[src/shared/gbc_pkg.sv]
// Package of command codes, bank states and timing counts for the bank command tracker
// Overview of operation
// - Read with auto precharge holds bank until row precharge time ends, then idle.
// - Write with auto precharge holds bank until row precharge time ends, then idle.
// - Refreshing lasts from auto refresh until refresh cycle time; then all banks idle.
// - Mode access lasts from mode register load until set delay; then all idle.
// - Precharge-all lasts until row precharge time; every bank idle afterwards.
// - Access period runs from activation through the last valid data nibble; the code starts it at the read or write command.
// - Commands to another bank follow that bank's state, except auto-precharge delays.
// - Idle after precharge plus row precharge time; active after activation plus row-to-column delay.
// - Read auto-precharge period starts at earliest explicit precharge still delivering burst.
// - Write auto-precharge period starts after write recovery time, ends after precharge time.
// - Chip select high ignores commands; all strobes high is no-operation; work continues.
// - Strobe codes: LHH activate, HLH read, HLL write, LHL precharge, LLH refresh, LLL mode load.
// - Refresh code is auto refresh with clock enable high, self refresh entry when low.
// - Address bit eight high selects auto precharge for that read or write.
package gbc_pkg;
    localparam int NUM_BANKS = 4;
    localparam int CLK_PERIOD_NS = 40;
    // Device timings in ns, counts rounded up to whole clocks
    localparam int ROW_PRECHARGE_TIME_NS = 15;
    localparam int REFRESH_CYCLE_TIME_NS = 60;
    localparam int MODE_REGISTER_SET_DELAY_NS = 10;
    localparam int ROW_TO_COLUMN_DELAY_NS = 15;
    localparam int WRITE_RECOVERY_TIME_NS = 15;
    localparam int BURST_LENGTH = 8;
    localparam int WRITE_LATENCY = 4;
    localparam int READ_LATENCY = 7;
    localparam int CNT_W = 6;
    localparam logic [CNT_W-1:0] RP_CYC  = CNT_W'((ROW_PRECHARGE_TIME_NS + CLK_PERIOD_NS - 1) / CLK_PERIOD_NS);
    localparam logic [CNT_W-1:0] RC_CYC  = CNT_W'((REFRESH_CYCLE_TIME_NS + CLK_PERIOD_NS - 1) / CLK_PERIOD_NS);
    localparam logic [CNT_W-1:0] MRD_CYC = CNT_W'((MODE_REGISTER_SET_DELAY_NS + CLK_PERIOD_NS - 1) / CLK_PERIOD_NS);
    localparam logic [CNT_W-1:0] RCD_CYC = CNT_W'((ROW_TO_COLUMN_DELAY_NS + CLK_PERIOD_NS - 1) / CLK_PERIOD_NS);
    localparam logic [CNT_W-1:0] WR_CYC  = CNT_W'((WRITE_RECOVERY_TIME_NS + CLK_PERIOD_NS - 1) / CLK_PERIOD_NS);
    localparam logic [CNT_W-1:0] HALF_BURST = CNT_W'(BURST_LENGTH / 2);
    // Read burst data ends after read latency plus half burst
    localparam logic [CNT_W-1:0] RD_BURST_CYC = CNT_W'(READ_LATENCY + BURST_LENGTH / 2);
    localparam logic [CNT_W-1:0] WR_BURST_CYC = CNT_W'(WRITE_LATENCY + BURST_LENGTH / 2);
    localparam logic [CNT_W-1:0] WR_TO_RD_CYC = CNT_W'(WRITE_LATENCY + BURST_LENGTH / 2) + WR_CYC;
    localparam int AP_BIT = 8;
    localparam logic [CNT_W-1:0] ONE_CYC = 6'h01;

    typedef enum logic [2:0] {
        GBC_CMD_NOP, GBC_CMD_ACT, GBC_CMD_RD, GBC_CMD_WR,
        GBC_CMD_PRE, GBC_CMD_REF, GBC_CMD_SREF, GBC_CMD_MRS
    } gbc_cmd_type;

    typedef enum logic [3:0] {
        GBC_IDLE, GBC_ACTIVATING, GBC_ACTIVE, GBC_READ, GBC_WRITE,
        GBC_READ_AP, GBC_WRITE_AP, GBC_PRECHARGING
    } gbc_bank_state_type;

    typedef enum logic [1:0] {
        GBC_DEV_NORMAL, GBC_DEV_REFRESH, GBC_DEV_MODE, GBC_DEV_PREALL
    } gbc_dev_state_type;

    // Strobe decode, chip select and strobes active low
    function automatic gbc_cmd_type decode_cmd(input logic cs_n, input logic ras_n,
                                               input logic cas_n, input logic we_n, input logic cke);
        gbc_cmd_type c;
        c = GBC_CMD_NOP;
        if (!cs_n) begin
            unique case ({ras_n, cas_n, we_n})
                3'b011: c = GBC_CMD_ACT;
                3'b101: c = GBC_CMD_RD;
                3'b100: c = GBC_CMD_WR;
                3'b010: c = GBC_CMD_PRE;
                3'b001: c = cke ? GBC_CMD_REF : GBC_CMD_SREF;
                3'b000: c = GBC_CMD_MRS;
                default: c = GBC_CMD_NOP;
            endcase
        end
        return c;
    endfunction
endpackage

[src/shared/gbc_bank_if.sv]
// Interface carrying one bank's command and state between the top and a bank tracker
`timescale 1ns/100ps
interface gbc_bank_if;
    gbc_pkg::gbc_cmd_type        cmd;
    logic                        hit;
    logic                        ap;
    logic                        force_idle;
    gbc_pkg::gbc_bank_state_type state;
    logic                        burst_busy;
    logic                        in_ap_precharge;
    modport ctrl (output cmd, output hit, output ap, output force_idle,
                  input state, input burst_busy, input in_ap_precharge);
    modport bank (input cmd, input hit, input ap, input force_idle,
                  output state, output burst_busy, output in_ap_precharge);
endinterface

[src/rtl/gbc_bank.sv]
// One bank state tracker with its own timing counter
`timescale 1ns/100ps
module gbc_bank (
    input wire logic   clk_sys,
    input wire logic   srst,
    gbc_bank_if.bank   bif
);
    gbc_pkg::gbc_bank_state_type st, next_st;
    logic [gbc_pkg::CNT_W-1:0]   cnt, next_cnt;
    logic                        in_pre, next_in_pre;

    // ----------------------------------------
    // Next state
    // ----------------------------------------
    always_comb begin
        next_st = st;
        next_cnt = (cnt != '0) ? cnt - gbc_pkg::ONE_CYC : cnt;
        next_in_pre = in_pre;
        if (bif.force_idle) begin
            next_st = gbc_pkg::GBC_IDLE;
            next_cnt = '0;
            next_in_pre = 1'b0;
        end else if (bif.hit && bif.cmd == gbc_pkg::GBC_CMD_ACT && st == gbc_pkg::GBC_IDLE) begin
            next_st = gbc_pkg::GBC_ACTIVATING;
            next_cnt = gbc_pkg::RCD_CYC;
        end else if (bif.hit && (bif.cmd == gbc_pkg::GBC_CMD_RD || bif.cmd == gbc_pkg::GBC_CMD_WR)
                     && (st == gbc_pkg::GBC_ACTIVE || st == gbc_pkg::GBC_READ || st == gbc_pkg::GBC_WRITE)) begin
            next_in_pre = 1'b0;
            if (bif.cmd == gbc_pkg::GBC_CMD_RD) begin
                next_st = bif.ap ? gbc_pkg::GBC_READ_AP : gbc_pkg::GBC_READ;
                // Precharge may start half a burst in, data still leaves the pins
                next_cnt = bif.ap ? gbc_pkg::HALF_BURST : gbc_pkg::RD_BURST_CYC;
            end else begin
                next_st = bif.ap ? gbc_pkg::GBC_WRITE_AP : gbc_pkg::GBC_WRITE;
                next_cnt = bif.ap ? gbc_pkg::WR_TO_RD_CYC : gbc_pkg::WR_BURST_CYC;
            end
        end else if (bif.hit && bif.cmd == gbc_pkg::GBC_CMD_PRE
                     && (st == gbc_pkg::GBC_ACTIVE || st == gbc_pkg::GBC_READ || st == gbc_pkg::GBC_WRITE)) begin
            next_st = gbc_pkg::GBC_PRECHARGING;
            next_cnt = gbc_pkg::RP_CYC;
        end else if (cnt == gbc_pkg::ONE_CYC || cnt == '0) begin
            unique case (st)
                gbc_pkg::GBC_ACTIVATING: next_st = gbc_pkg::GBC_ACTIVE;
                gbc_pkg::GBC_READ, gbc_pkg::GBC_WRITE: next_st = gbc_pkg::GBC_ACTIVE;
                gbc_pkg::GBC_PRECHARGING: next_st = gbc_pkg::GBC_IDLE;
                gbc_pkg::GBC_READ_AP, gbc_pkg::GBC_WRITE_AP: begin
                    // Access period over: run the precharge period, then idle
                    if (!in_pre) begin
                        next_in_pre = 1'b1;
                        next_cnt = gbc_pkg::RP_CYC;
                    end else begin
                        next_in_pre = 1'b0;
                        next_st = gbc_pkg::GBC_IDLE;
                    end
                end
                default: next_st = st;
            endcase
        end
    end

    // ----------------------------------------
    // Registers
    // ----------------------------------------
    always_ff @(posedge clk_sys) begin
        if (srst) begin
            st <= gbc_pkg::GBC_IDLE;
            cnt <= '0;
            in_pre <= 1'b0;
        end else begin
            st <= next_st;
            cnt <= next_cnt;
            in_pre <= next_in_pre;
        end
    end

    assign bif.state = st;
    assign bif.burst_busy = (st == gbc_pkg::GBC_READ || st == gbc_pkg::GBC_WRITE
                             || ((st == gbc_pkg::GBC_READ_AP || st == gbc_pkg::GBC_WRITE_AP) && !in_pre));
    assign bif.in_ap_precharge = in_pre;
endmodule // gbc_bank

[src/rtl/gbc_tracker.sv]
// Top: command decode, device-wide states and per-bank legality checking
`timescale 1ns/100ps
module gbc_tracker (
    input  wire logic       clk_sys,
    input  wire logic       srst,
    input  wire logic       cke,
    input  wire logic       cs_n,
    input  wire logic       ras_n,
    input  wire logic       cas_n,
    input  wire logic       we_n,
    input  wire logic [1:0] bank_addr,
    input  wire logic [11:0] addr,
    output logic [2:0]      cmd_seen,
    output logic            cmd_taken,
    output logic            cmd_illegal,
    output logic            self_refresh_req,
    output logic [1:0]      dev_state,
    output logic [3:0]      bank_idle,
    output logic [3:0]      bank_active,
    output logic [3:0]      bank_busy
);
    gbc_bank_if bif [gbc_pkg::NUM_BANKS] ();

    gbc_pkg::gbc_cmd_type        cmd;
    gbc_pkg::gbc_dev_state_type  dst, next_dst;
    logic [gbc_pkg::CNT_W-1:0]   dcnt, next_dcnt;
    logic [gbc_pkg::CNT_W-1:0]   gap, next_gap;       // Clocks since last auto-precharge access
    logic                        gap_wr, next_gap_wr; // That access was a write
    logic [1:0]                  gap_bank, next_gap_bank;
    logic                        gap_on, next_gap_on;
    logic                        legal, all_idle, any_burst, pre_all;
    logic [3:0]                  st_idle, st_act, st_busy, pre_ok;
    gbc_pkg::gbc_bank_state_type tgt;
    logic [2:0]                  next_cmd_seen;
    logic                        next_taken, next_illegal, next_sref;

    assign cmd = gbc_pkg::decode_cmd(cs_n, ras_n, cas_n, we_n, cke);
    assign pre_all = addr[gbc_pkg::AP_BIT];

    // ----------------------------------------
    // Bank trackers
    // ----------------------------------------
    for (genvar b = 0; b < gbc_pkg::NUM_BANKS; b++) begin : g_bank
        // Each bank sees every legal command, illegal ones as no-operation, and filters by address
        assign bif[b].cmd = legal ? cmd : gbc_pkg::GBC_CMD_NOP;
        assign bif[b].hit = (bank_addr == 2'(b)) || (cmd == gbc_pkg::GBC_CMD_PRE && pre_all);
        assign bif[b].ap = addr[gbc_pkg::AP_BIT];
        assign bif[b].force_idle = (dst != gbc_pkg::GBC_DEV_NORMAL) && (dcnt == '0);
        assign st_idle[b] = (bif[b].state == gbc_pkg::GBC_IDLE);
        assign st_act[b]  = (bif[b].state == gbc_pkg::GBC_ACTIVE);
        assign st_busy[b] = bif[b].burst_busy;
        assign pre_ok[b]  = st_idle[b] || st_act[b] || bif[b].state == gbc_pkg::GBC_PRECHARGING;
        gbc_bank u_bank (
            .clk_sys (clk_sys),
            .srst    (srst),
            .bif     (bif[b])
        );
    end

    assign all_idle = &st_idle;
    assign any_burst = |st_busy;

    // ----------------------------------------
    // Legality of the present command
    // ----------------------------------------
    always_comb begin
        tgt = gbc_pkg::GBC_IDLE;
        unique case (bank_addr)
            2'h0: tgt = bif[0].state;
            2'h1: tgt = bif[1].state;
            2'h2: tgt = bif[2].state;
            2'h3: tgt = bif[3].state;
        endcase
        legal = 1'b1;
        if (dst != gbc_pkg::GBC_DEV_NORMAL) begin
            legal = (cmd == gbc_pkg::GBC_CMD_NOP);
        end else begin
            unique case (cmd)
                gbc_pkg::GBC_CMD_NOP: legal = 1'b1;
                gbc_pkg::GBC_CMD_ACT: legal = (tgt == gbc_pkg::GBC_IDLE);
                gbc_pkg::GBC_CMD_RD:  legal = (tgt == gbc_pkg::GBC_ACTIVE || tgt == gbc_pkg::GBC_READ
                                               || tgt == gbc_pkg::GBC_WRITE);
                gbc_pkg::GBC_CMD_WR:  legal = (tgt == gbc_pkg::GBC_ACTIVE || tgt == gbc_pkg::GBC_WRITE);
                gbc_pkg::GBC_CMD_PRE: legal = pre_all ? (&pre_ok) : (tgt != gbc_pkg::GBC_ACTIVATING);
                gbc_pkg::GBC_CMD_REF, gbc_pkg::GBC_CMD_MRS,
                gbc_pkg::GBC_CMD_SREF: legal = all_idle && !any_burst;
            endcase
            // Spacing after an auto-precharge access to a different bank
            if (gap_on && bank_addr != gap_bank && cmd != gbc_pkg::GBC_CMD_NOP) begin
                if (cmd == gbc_pkg::GBC_CMD_RD && gap_wr && gap < gbc_pkg::WR_TO_RD_CYC)
                    legal = 1'b0;
                else if ((cmd == gbc_pkg::GBC_CMD_RD && !gap_wr) || (cmd == gbc_pkg::GBC_CMD_WR && gap_wr))
                    legal = legal && (gap >= gbc_pkg::HALF_BURST);
                else if (cmd == gbc_pkg::GBC_CMD_WR && !gap_wr)
                    legal = legal && (gap >= gbc_pkg::RD_BURST_CYC);
                else
                    legal = legal && (gap >= gbc_pkg::ONE_CYC);
            end
        end
    end

    // ----------------------------------------
    // Device-wide state and spacing counter
    // ----------------------------------------
    always_comb begin
        next_dst = dst;
        next_dcnt = (dcnt != '0) ? dcnt - gbc_pkg::ONE_CYC : dcnt;
        if (dst != gbc_pkg::GBC_DEV_NORMAL && dcnt == '0)
            next_dst = gbc_pkg::GBC_DEV_NORMAL;
        else if (dst == gbc_pkg::GBC_DEV_NORMAL && legal) begin
            if (cmd == gbc_pkg::GBC_CMD_REF) begin
                next_dst = gbc_pkg::GBC_DEV_REFRESH;
                next_dcnt = gbc_pkg::RC_CYC - gbc_pkg::ONE_CYC;
            end else if (cmd == gbc_pkg::GBC_CMD_MRS) begin
                next_dst = gbc_pkg::GBC_DEV_MODE;
                next_dcnt = gbc_pkg::MRD_CYC - gbc_pkg::ONE_CYC;
            end else if (cmd == gbc_pkg::GBC_CMD_PRE && pre_all) begin
                next_dst = gbc_pkg::GBC_DEV_PREALL;
                next_dcnt = gbc_pkg::RP_CYC - gbc_pkg::ONE_CYC;
            end
        end
        next_gap = (gap != '1) ? gap + gbc_pkg::ONE_CYC : gap;
        next_gap_wr = gap_wr;
        next_gap_bank = gap_bank;
        next_gap_on = gap_on;
        if (legal && (cmd == gbc_pkg::GBC_CMD_RD || cmd == gbc_pkg::GBC_CMD_WR)
            && addr[gbc_pkg::AP_BIT]) begin
            next_gap = gbc_pkg::ONE_CYC;
            next_gap_wr = (cmd == gbc_pkg::GBC_CMD_WR);
            next_gap_bank = bank_addr;
            next_gap_on = 1'b1;
        end else if (gap >= gbc_pkg::WR_TO_RD_CYC && gap >= gbc_pkg::RD_BURST_CYC)
            next_gap_on = 1'b0;
        next_cmd_seen = 3'(cmd);
        next_taken = legal && cmd != gbc_pkg::GBC_CMD_NOP;
        next_illegal = !legal;
        next_sref = legal && cmd == gbc_pkg::GBC_CMD_SREF;
    end

    // ----------------------------------------
    // Registers, all outputs from flip-flops
    // ----------------------------------------
    always_ff @(posedge clk_sys) begin
        if (srst) begin
            dst <= gbc_pkg::GBC_DEV_NORMAL;
            dcnt <= '0;
            gap <= '0;
            gap_wr <= 1'b0;
            gap_bank <= 2'h0;
            gap_on <= 1'b0;
            cmd_seen <= 3'h0;
            cmd_taken <= 1'b0;
            cmd_illegal <= 1'b0;
            self_refresh_req <= 1'b0;
            dev_state <= 2'h0;
            bank_idle <= 4'hF;
            bank_active <= 4'h0;
            bank_busy <= 4'h0;
        end else begin
            dst <= next_dst;
            dcnt <= next_dcnt;
            gap <= next_gap;
            gap_wr <= next_gap_wr;
            gap_bank <= next_gap_bank;
            gap_on <= next_gap_on;
            cmd_seen <= next_cmd_seen;
            cmd_taken <= next_taken;
            cmd_illegal <= next_illegal;
            self_refresh_req <= next_sref;
            dev_state <= 2'(next_dst);
            bank_idle <= st_idle;
            bank_active <= st_act;
            bank_busy <= st_busy;
        end
    end
endmodule // gbc_tracker

[config.mk]
export PLATFORM = sky130hd
export DESIGN_NAME = gbc_tracker
export DESIGN_NICKNAME = d
export VERILOG_FILES = /design/src/shared/gbc_pkg.sv /design/src/shared/gbc_bank_if.sv /design/src/rtl/gbc_bank.sv /design/src/rtl/gbc_tracker.sv
export SDC_FILE = /design/constraint.sdc
export NUM_CORES = 1
export LEC_CHECK = 0
export BUFFER_PORTS_ARGS = -buffer_cell sky130_fd_sc_hd__buf_2
export CAP_MARGIN = 20
export CORE_MARGIN = 4
export CORE_UTILIZATION = 45
export DETAILED_ROUTE_END_ITERATION = 6
export PLACE_DENSITY_LB_ADDON = 0.1
export SLEW_MARGIN = 20
export SYNTH_ARGS = -nofsm -noshare
export SYNTH_HDL_FRONTEND = slang
export SYNTH_SLANG_ARGS = --single-unit
[constraint.sdc]
create_clock -name clk_sys -period 4.4 [get_ports clk_sys]
set_clock_uncertainty 0.2 [all_clocks]
set_input_delay 0.66 -clock clk_sys [delete_from_list [all_inputs] [get_ports clk_sys]]
set_output_delay 0.66 -clock clk_sys [all_outputs]
set_load 0.03 [all_outputs]
Yosys cells after proc, flatten, opt, wreduce, memory -nomap -nowiden. Cells that the tools add are included.

Input bits: 21. Output and inout port bits: 20. Flip-flop bits (word level): 80. Word-level logic and storage cells: 397.

Add/sub/neg operators: 6. Multiplexer cells: 104. Reduce and logical (&&, ||, !) cells: 175. Magnitude comparators: 5. Equality and inequality tests: 69. Bitwise gates (word level): 4.

Operator list (count): 6-bit two-way mux (30); 4-bit two-way mux (18); 4-bit by 3-bit == test with 1-bit output (second input constant) (17); 6-bit nonzero test (9); 4-bit one-hot mux with 3 select lines (4); 1-bit logical AND (47); 1-bit logical OR (42); 4-bit by 2-bit == test with 1-bit output (second input constant) (10); 1-bit two-way mux (40); 6-bit logical NOT (5); 6-bit by 1-bit subtractor with 6-bit output (second input constant) (5); 3-bit OR reduction (9); 6-bit by 1-bit == test with 1-bit output (second input constant) (4); 3-bit AND reduction (8); 4-bit AND reduction (6); 2-bit nonzero test (11); 3-bit == test (second input constant) (7); 4-bit logical NOT (5); 4-bit by 1-bit != test with 1-bit output (second input constant) (5); 5-bit by 1-bit != test with 1-bit output (second input constant) (4); 5-bit nonzero test (4); 3-bit by 2-bit == test with 1-bit output (second input constant) (6); 3-bit one-hot mux with 6 select lines (1); 3-bit nonzero test (6); other kinds (24) (60).

Logic depth before layout (Yosys ltp).
Depth after elaboration: 22. Gate-level depth with buffers: 14. Gate-level depth less buffers: 14.

Modules after synthesis. From an unflattened synthesis, not the netlist that was laid out.

Cells, all modules: 591. Area, all modules: 5012.3 µm².

By module, submodules not included: gbc_bank (sequential area each 200.2 µm², area each 754.5 µm², cells an instance 90, instances 4); gbc_tracker (sequential area each 720.7 µm², area each 1994.4 µm², cells an instance 231, instances 1).

Worst setup path before layout. Ideal clock, no wire load.

Path kind: input-to-reg. From: input port bank_addr[0]. To: register g_bank[1].u_bank.st[1]. Setup slack: 532 ps. Arrival: 3595 ps. Required time: 4128 ps. Stages on the path: 13. Cell sequence: buf_6 > mux4_2 > or4_1 > o21ai_2 > a31oi_4 > a211oi_4 > and3_1 > ha_1 > and3_1 > nand2_1 > a211oi_1 > a211o_1 > a21oi_1.

Cells in the longest elaborated chain, start to end: 20. Elaborated cells on any way between the ends: 48.

RTL lines: start: declaration (line gbc_tracker.sv:11) `input wire logic [1:0] bank_addr,`; 2-bit == test, or another cell as far along (line gbc_tracker.sv:68) `unique case (bank_addr)`; 4-bit one-hot mux with 4 select lines (line gbc_tracker.sv:68); 4-bit by 2-bit == test with 1-bit output, on equally long branches (line gbc_tracker.sv:81, gbc_tracker.sv:83); 1-bit logical OR (line gbc_tracker.sv:81) `gbc_pkg::GBC_CMD_RD: legal = (tgt == gbc_pkg::GBC_ACTIVE || tgt == gbc_pkg::GBC_READ`; 1-bit logical OR (line gbc_tracker.sv:82) `|| tgt == gbc_pkg::GBC_WRITE);`; 1-bit one-hot mux with 6 select lines (line gbc_tracker.sv:78) `unique case (cmd)`; 1-bit two-way mux (line gbc_tracker.sv:75) `if (dst != gbc_pkg::GBC_DEV_NORMAL) begin`; 1-bit logical AND, on equally long branches (line gbc_tracker.sv:97, gbc_tracker.sv:95); (+4 left out); 1-bit two-way mux (line gbc_tracker.sv:75); 3-bit two-way mux (line gbc_tracker.sv:45) `assign bif[b].cmd = legal ? cmd : gbc_pkg::GBC_CMD_NOP;`; 3-bit by 2-bit == test with 1-bit output, on equally long branches (line gbc_bank.sv:26, gbc_bank.sv:29); 1-bit logical OR (line gbc_bank.sv:26) `end else if (bif.hit && (bif.cmd == gbc_pkg::GBC_CMD_RD || bif.cmd == gbc_pkg::GBC_CMD_WR)`; 1-bit logical AND (line gbc_bank.sv:26); 1-bit logical AND (line gbc_bank.sv:27) `&& (st == gbc_pkg::GBC_ACTIVE || st == gbc_pkg::GBC_READ || st == gbc_pkg::GBC_WRITE)) begin`; 4-bit by 1-bit != test with 1-bit output (no line), or another cell as far along; 3-bit AND reduction (no line); end signal: assignment (line gbc_bank.sv:66) `st <= gbc_pkg::GBC_IDLE;`; end signal: assignment (line gbc_bank.sv:70) `st <= next_st;`; end: declaration (line gbc_bank.sv:8) `gbc_pkg::gbc_bank_state_type st, next_st;`.

Several ways; a longest one is shown, not always the timed one. The select of a mux whose other input is x is not followed. A chain may end at the register's enable or synchronous reset.

Final worst setup path.
From: input port bank_addr[0]. To: register g_bank[3].u_bank.st[1].

Cells in the longest elaborated chain, start to end: 20. Elaborated cells on any way between the ends: 48.

RTL lines (line): 2-bit == test, or another cell as far along (gbc_tracker.sv:46, gbc_tracker.sv:68); 4-bit one-hot mux with 4 select lines (gbc_tracker.sv:68); 4-bit by 2-bit == test with 1-bit output, on equally long branches (gbc_tracker.sv:81, gbc_tracker.sv:83); 1-bit logical OR (gbc_tracker.sv:81); 1-bit logical OR (gbc_tracker.sv:82); 1-bit one-hot mux with 6 select lines (gbc_tracker.sv:78); 1-bit two-way mux (gbc_tracker.sv:75); 1-bit logical AND, on equally long branches (gbc_tracker.sv:97, gbc_tracker.sv:95); (+4 left out); 1-bit two-way mux (gbc_tracker.sv:75); 3-bit two-way mux (gbc_tracker.sv:45); 3-bit by 2-bit == test with 1-bit output, on equally long branches (gbc_bank.sv:26, gbc_bank.sv:29); 1-bit logical OR (gbc_bank.sv:26); 1-bit logical AND (gbc_bank.sv:26); 1-bit logical AND (gbc_bank.sv:27); 4-bit by 1-bit != test with 1-bit output (no line), or another cell as far along; 3-bit AND reduction (no line); end signal: assignment (gbc_bank.sv:66); end signal: assignment (gbc_bank.sv:70); end: declaration (gbc_bank.sv:8).

Several ways; a longest one is shown, not always the timed one. The select of a mux whose other input is x is not followed.

==> results.py <==
metrics = {
    "cts": {
        "clkSlewWorstSetupHoldPaths_ps": 80,
        "cts_setup_buffers": 0,
        "numClockSinks": 76,
        "cts_tree": "yes",
        "cts_inserted_buffers": 9,
        "cts_root_buffer": "clkbuf_8",
        "hold_buffers": 0,
        "ctsResizeCount": 0,
        "clock_path_buffers": 2,
        "h-tree-depth": 3,
        "clk_latency_ps": 360,
    },
    "timing": {
        "slew_headroom": 0.357,
        "period_needed_ps": 3680,
        "setup_viol": 0,
        "finalSetupTns_ps": 0,
        "hold_viol": 0,
        "hold_ws_ps": 297,
        "fin_crit_sh": 0.837,
        "tightest_slew_ps": 955,
        "fmax_mhz": 271,
        "worst_slack_ps": 716,
        "rsz0062_at_grt": "no",
        "slew_viol_final": 0,
    },
    "route": {
        "drtPass1Iterations": 4,
        "drtIter0Drc": 219,
        "vias_per_cell": 5.83,
        "wire_per_inst_um": 16.2,
        "ant_nets": 0,
        "drc": 0,
        "wl_um": 12100,
        "vias": 4339,
    },
    "global_routing": {
        "grtUsageTotal": 0.214,
        "first_global_vias": 4107,
        "overflow": 0,
        "grt_pass1_wl_um": 20200,
        "antenna_found_initial": 1,
        "grt_max_degree": 35,
    },
    "logic_synthesis": {
        "avgSynthCellArea_um2": 8.02,
        "synthesis.instances": 588,
        "syn-num-nets": 629,
        "ys_ff_latch": 76,
        "ys.flop_type": "dfxtp_1",
        "synth-warning-count": 0,
        "syn_area_mm2": 0.00471,
        "ys_seq_area_frac": 0.323,
        "async_flop_share": 0,
        "synth_cell_types": 64,
        "synth_edf_count": 0,
    },
    "power": {
        "internal_power_uw": 1670,
        "p_leak_uw": 0.00195,
        "switchingPower_uw": 938,
        "p_seq_frac": 0.355,
        "clkPwrFrac": 0.251,
        "p_total_uw": 2610,
        "p_sw_frac": 0.359,
        "power_frac_comb": 0.394,
        "peakVddDrop_v": 0.000321,
        "pwr_density_cell_mw_per_mm2": 503,
    },
    "floorplanning": {
        "rows": 37,
        "coreArea_mm2": 0.0103,
        "start_util": 0.459,
        "dieArea_mm2": 0.0122,
        "io_pins": 41,
        "die_x_um": 110,
        "die_y_um": 110,
    },
    "setup_path": {
        "required_ps": 4420,
        "reg2reg_to": "g_bank[3].u_bank.bif.state[1]$_SDFFE_PP0P_",
        "worstSetupEndpointType": "flip-flop",
        "path_class": "input port to flip-flop",
        "crit_start": "bank_addr[0]",
        "r2r_setup_slack_ps": 760,
        "startpoint_type": "input port",
        "critical_path_arrival_ps": 3700,
        "endpoint": "g_bank[3].u_bank.bif.state[1]$_SDFFE_PP0P_",
        "regToRegStartpoint": "g_bank[1].u_bank.bif.state[2]$_SDFFE_PP0P_",
        "cp_max_fo": 9,
        "r2r_cells": 11,
    },
    "place": {
        "hpwlAfterDp_um": 8670,
        "place_ws_ps": 378,
        "io_buffers": 29,
        "place_congestion": 0.899,
    },
    "cells_and_area": {
        "area_growth_pct": 10.1,
        "antenna_cells": 0,
        "num-nets-final": 644,
        "layout-drive-gt1-share": 0.128,
    },
    "min_path": {
        "hold_depth": 2,
        "hp-class": "flip-flop to flip-flop",
    },
    "flow_run": {
        "cap_violations": 0,
    },
    "status": {
        "outcome": "finished, final reports clean",
    },
}
worst max-delay path, stage by stage:
cell,delay [ps]
buf_2,200
mux4_2,570
or4_1,550
o21ai_2,110
a31oi_4,110
a211oi_4,280
and3_1,260
ha_1,170
nand2_1,50
a2111o_1,430
o221ai_1,210
a21oi_1,90
routing by layer:
layer  global-route usage  up-vias  wire (µm)
met3               0.0524       29        661
met1                0.279     2052       5460
met2                0.338      109       5570
met5                    0        -         13
li1                     -     2147          -
met4               0.0897        2        376
worst min path at each step:
| stage | from | to | slack, ps |
|---|---|---|---|
| 3_3_place_gp | gap_bank[1]$_SDFFE_PP0P_ | gap_bank[1]$_SDFFE_PP0P_ | 270 |
| 6_report | gap_bank[0]$_SDFFE_PP0P_ | gap_bank[0]$_SDFFE_PP0P_ | 300 |
| 5_1_grt | cke | self_refresh_req$_SDFF_PP0_ | 310 |
| 3_5_place_dp | gap_bank[1]$_SDFFE_PP0P_ | gap_bank[1]$_SDFFE_PP0P_ | 290 |
| 2_1_floorplan | gap_bank[0]$_SDFFE_PP0P_ | gap_bank[0]$_SDFFE_PP0P_ | 260 |
| 4_1_cts | gap_bank[1]$_SDFFE_PP0P_ | gap_bank[1]$_SDFFE_PP0P_ | 300 |
power groups by stage:
| stage | Combinational [µW] | Sequential (µW) | Clock (µW) |
|---|---|---|---|
| after floorplan | 850 | 919 | 0 |
| after global placement | 999 | 936 | 0 |
| after detailed placement | 1030 | 938 | 0 |
| after CTS | 1030 | 924 | 677 |
| after global routing | 1180 | 946 | 708 |
| final | 1030 | 925 | 656 |
cell usage after synthesis (3+ instances only):
cell type	number	area [µm²]
o2111ai_1	3	26.3
clkbuf_1	26	97.6
mux4_2	3	67.6
o31ai_1	3	22.5
nand4_1	3	18.8
dfxtp_1	76	1520
nor2_1	67	251
o211ai_1	6	45.0
nand2_1	36	135
buf_6	3	33.8
mux2i_1	7	70.1
a31oi_1	6	37.5
inv_1	20	75.1
or2_2	10	62.6
a311o_1	4	40.0
nand3b_1	8	60.1
ha_1	20	250
o22ai_1	3	18.8
nor2b_1	12	75.1
nand4b_1	3	26.3
nor4_1	5	31.3
a211oi_1	13	97.6
and3_1	6	37.5
nand3_1	36	180
o21ai_0	26	130
xor2_1	17	149
a22oi_1	5	37.5
nor3_1	25	125
a21o_1	4	30.0
nor4b_1	4	35.0
a211o_1	3	26.3
nand2b_1	15	93.8
xnor2_1	14	123
buf_1	3	11.3
a21oi_1	46	230
or3_1	7	43.8
placed cells by master (no fill, tap or decap), drive strengths merged, types with 3 or more instances in the layout:
cell type / instances
a2111oi: 4
a211o: 3
a211oi: 14
a21o: 4
a21oi: 47
a22oi: 5
a311o: 4
a31oi: 7
and3: 6
buf: 36
bufinv: 3
clkbuf: 10
dfxtp: 76
ha: 20
inv: 20
mux2i: 7
mux4: 3
nand2: 36
nand2b: 15
nand3: 37
nand3b: 8
nand4: 3
nand4b: 3
nor2: 67
nor2b: 12
nor3: 25
nor4: 5
nor4b: 5
o2111ai: 3
o211ai: 6
o21ai: 29
o22ai: 3
o31ai: 3
or2: 10
or3: 7
xnor2: 14
xor2: 17
cell families (layout without fill, tap and decap cells):
family                   after synthesis  after routing  synth area share
AO/OA/AOI/OAI                        148            148             0.212
XOR/XNOR                              31             31            0.0576
adder cells (fa/ha/maj)               20             20            0.0531
buffers and inverters                 52             72            0.0462
flip-flops                            76             76             0.323
multiplexers                          11             11            0.0324
AND/OR/NAND/NOR                      250            250             0.276
sequential cells by signal, indices dropped and copies added (netlist names):
register                           flops
g_bank.u_bank.bif.state               12
g_bank.u_bank.bif.in_ap_precharge      4
bank_active                            4
cmd_seen                               3
gap_wr                                 1
gap                                    6
dst                                    2
g_bank.u_bank.cnt                     24
dcnt                                   6
bank_idle                              4
gap_bank                               2
cmd_taken                              1
cmd_illegal                            1
self_refresh_req                       1
gap_on                                 1
bank_busy                              4
metrics by stage:
step                utilization  instance area [µm²]  instances
floorplan                     -                 4710        588
global placement          0.481                 4940        728
detailed placement        0.481                 4940        728
CTS                       0.505                 5190        744
global route              0.505                 5190        744
finish                    0.505                 5190        744
area by class of cell:
cell class / instances / area [µm²]
clock inverter: 6 / 111
fill: 994 / 5090
clock buffer: 10 / 138
multi-input combinational: 460 / 2970
timing repair buffer: 36 / 198
inverter: 20 / 75.1
sequential: 76 / 1520
tap: 136 / 170
Note: power is estimated with default switching activity, not from simulation.
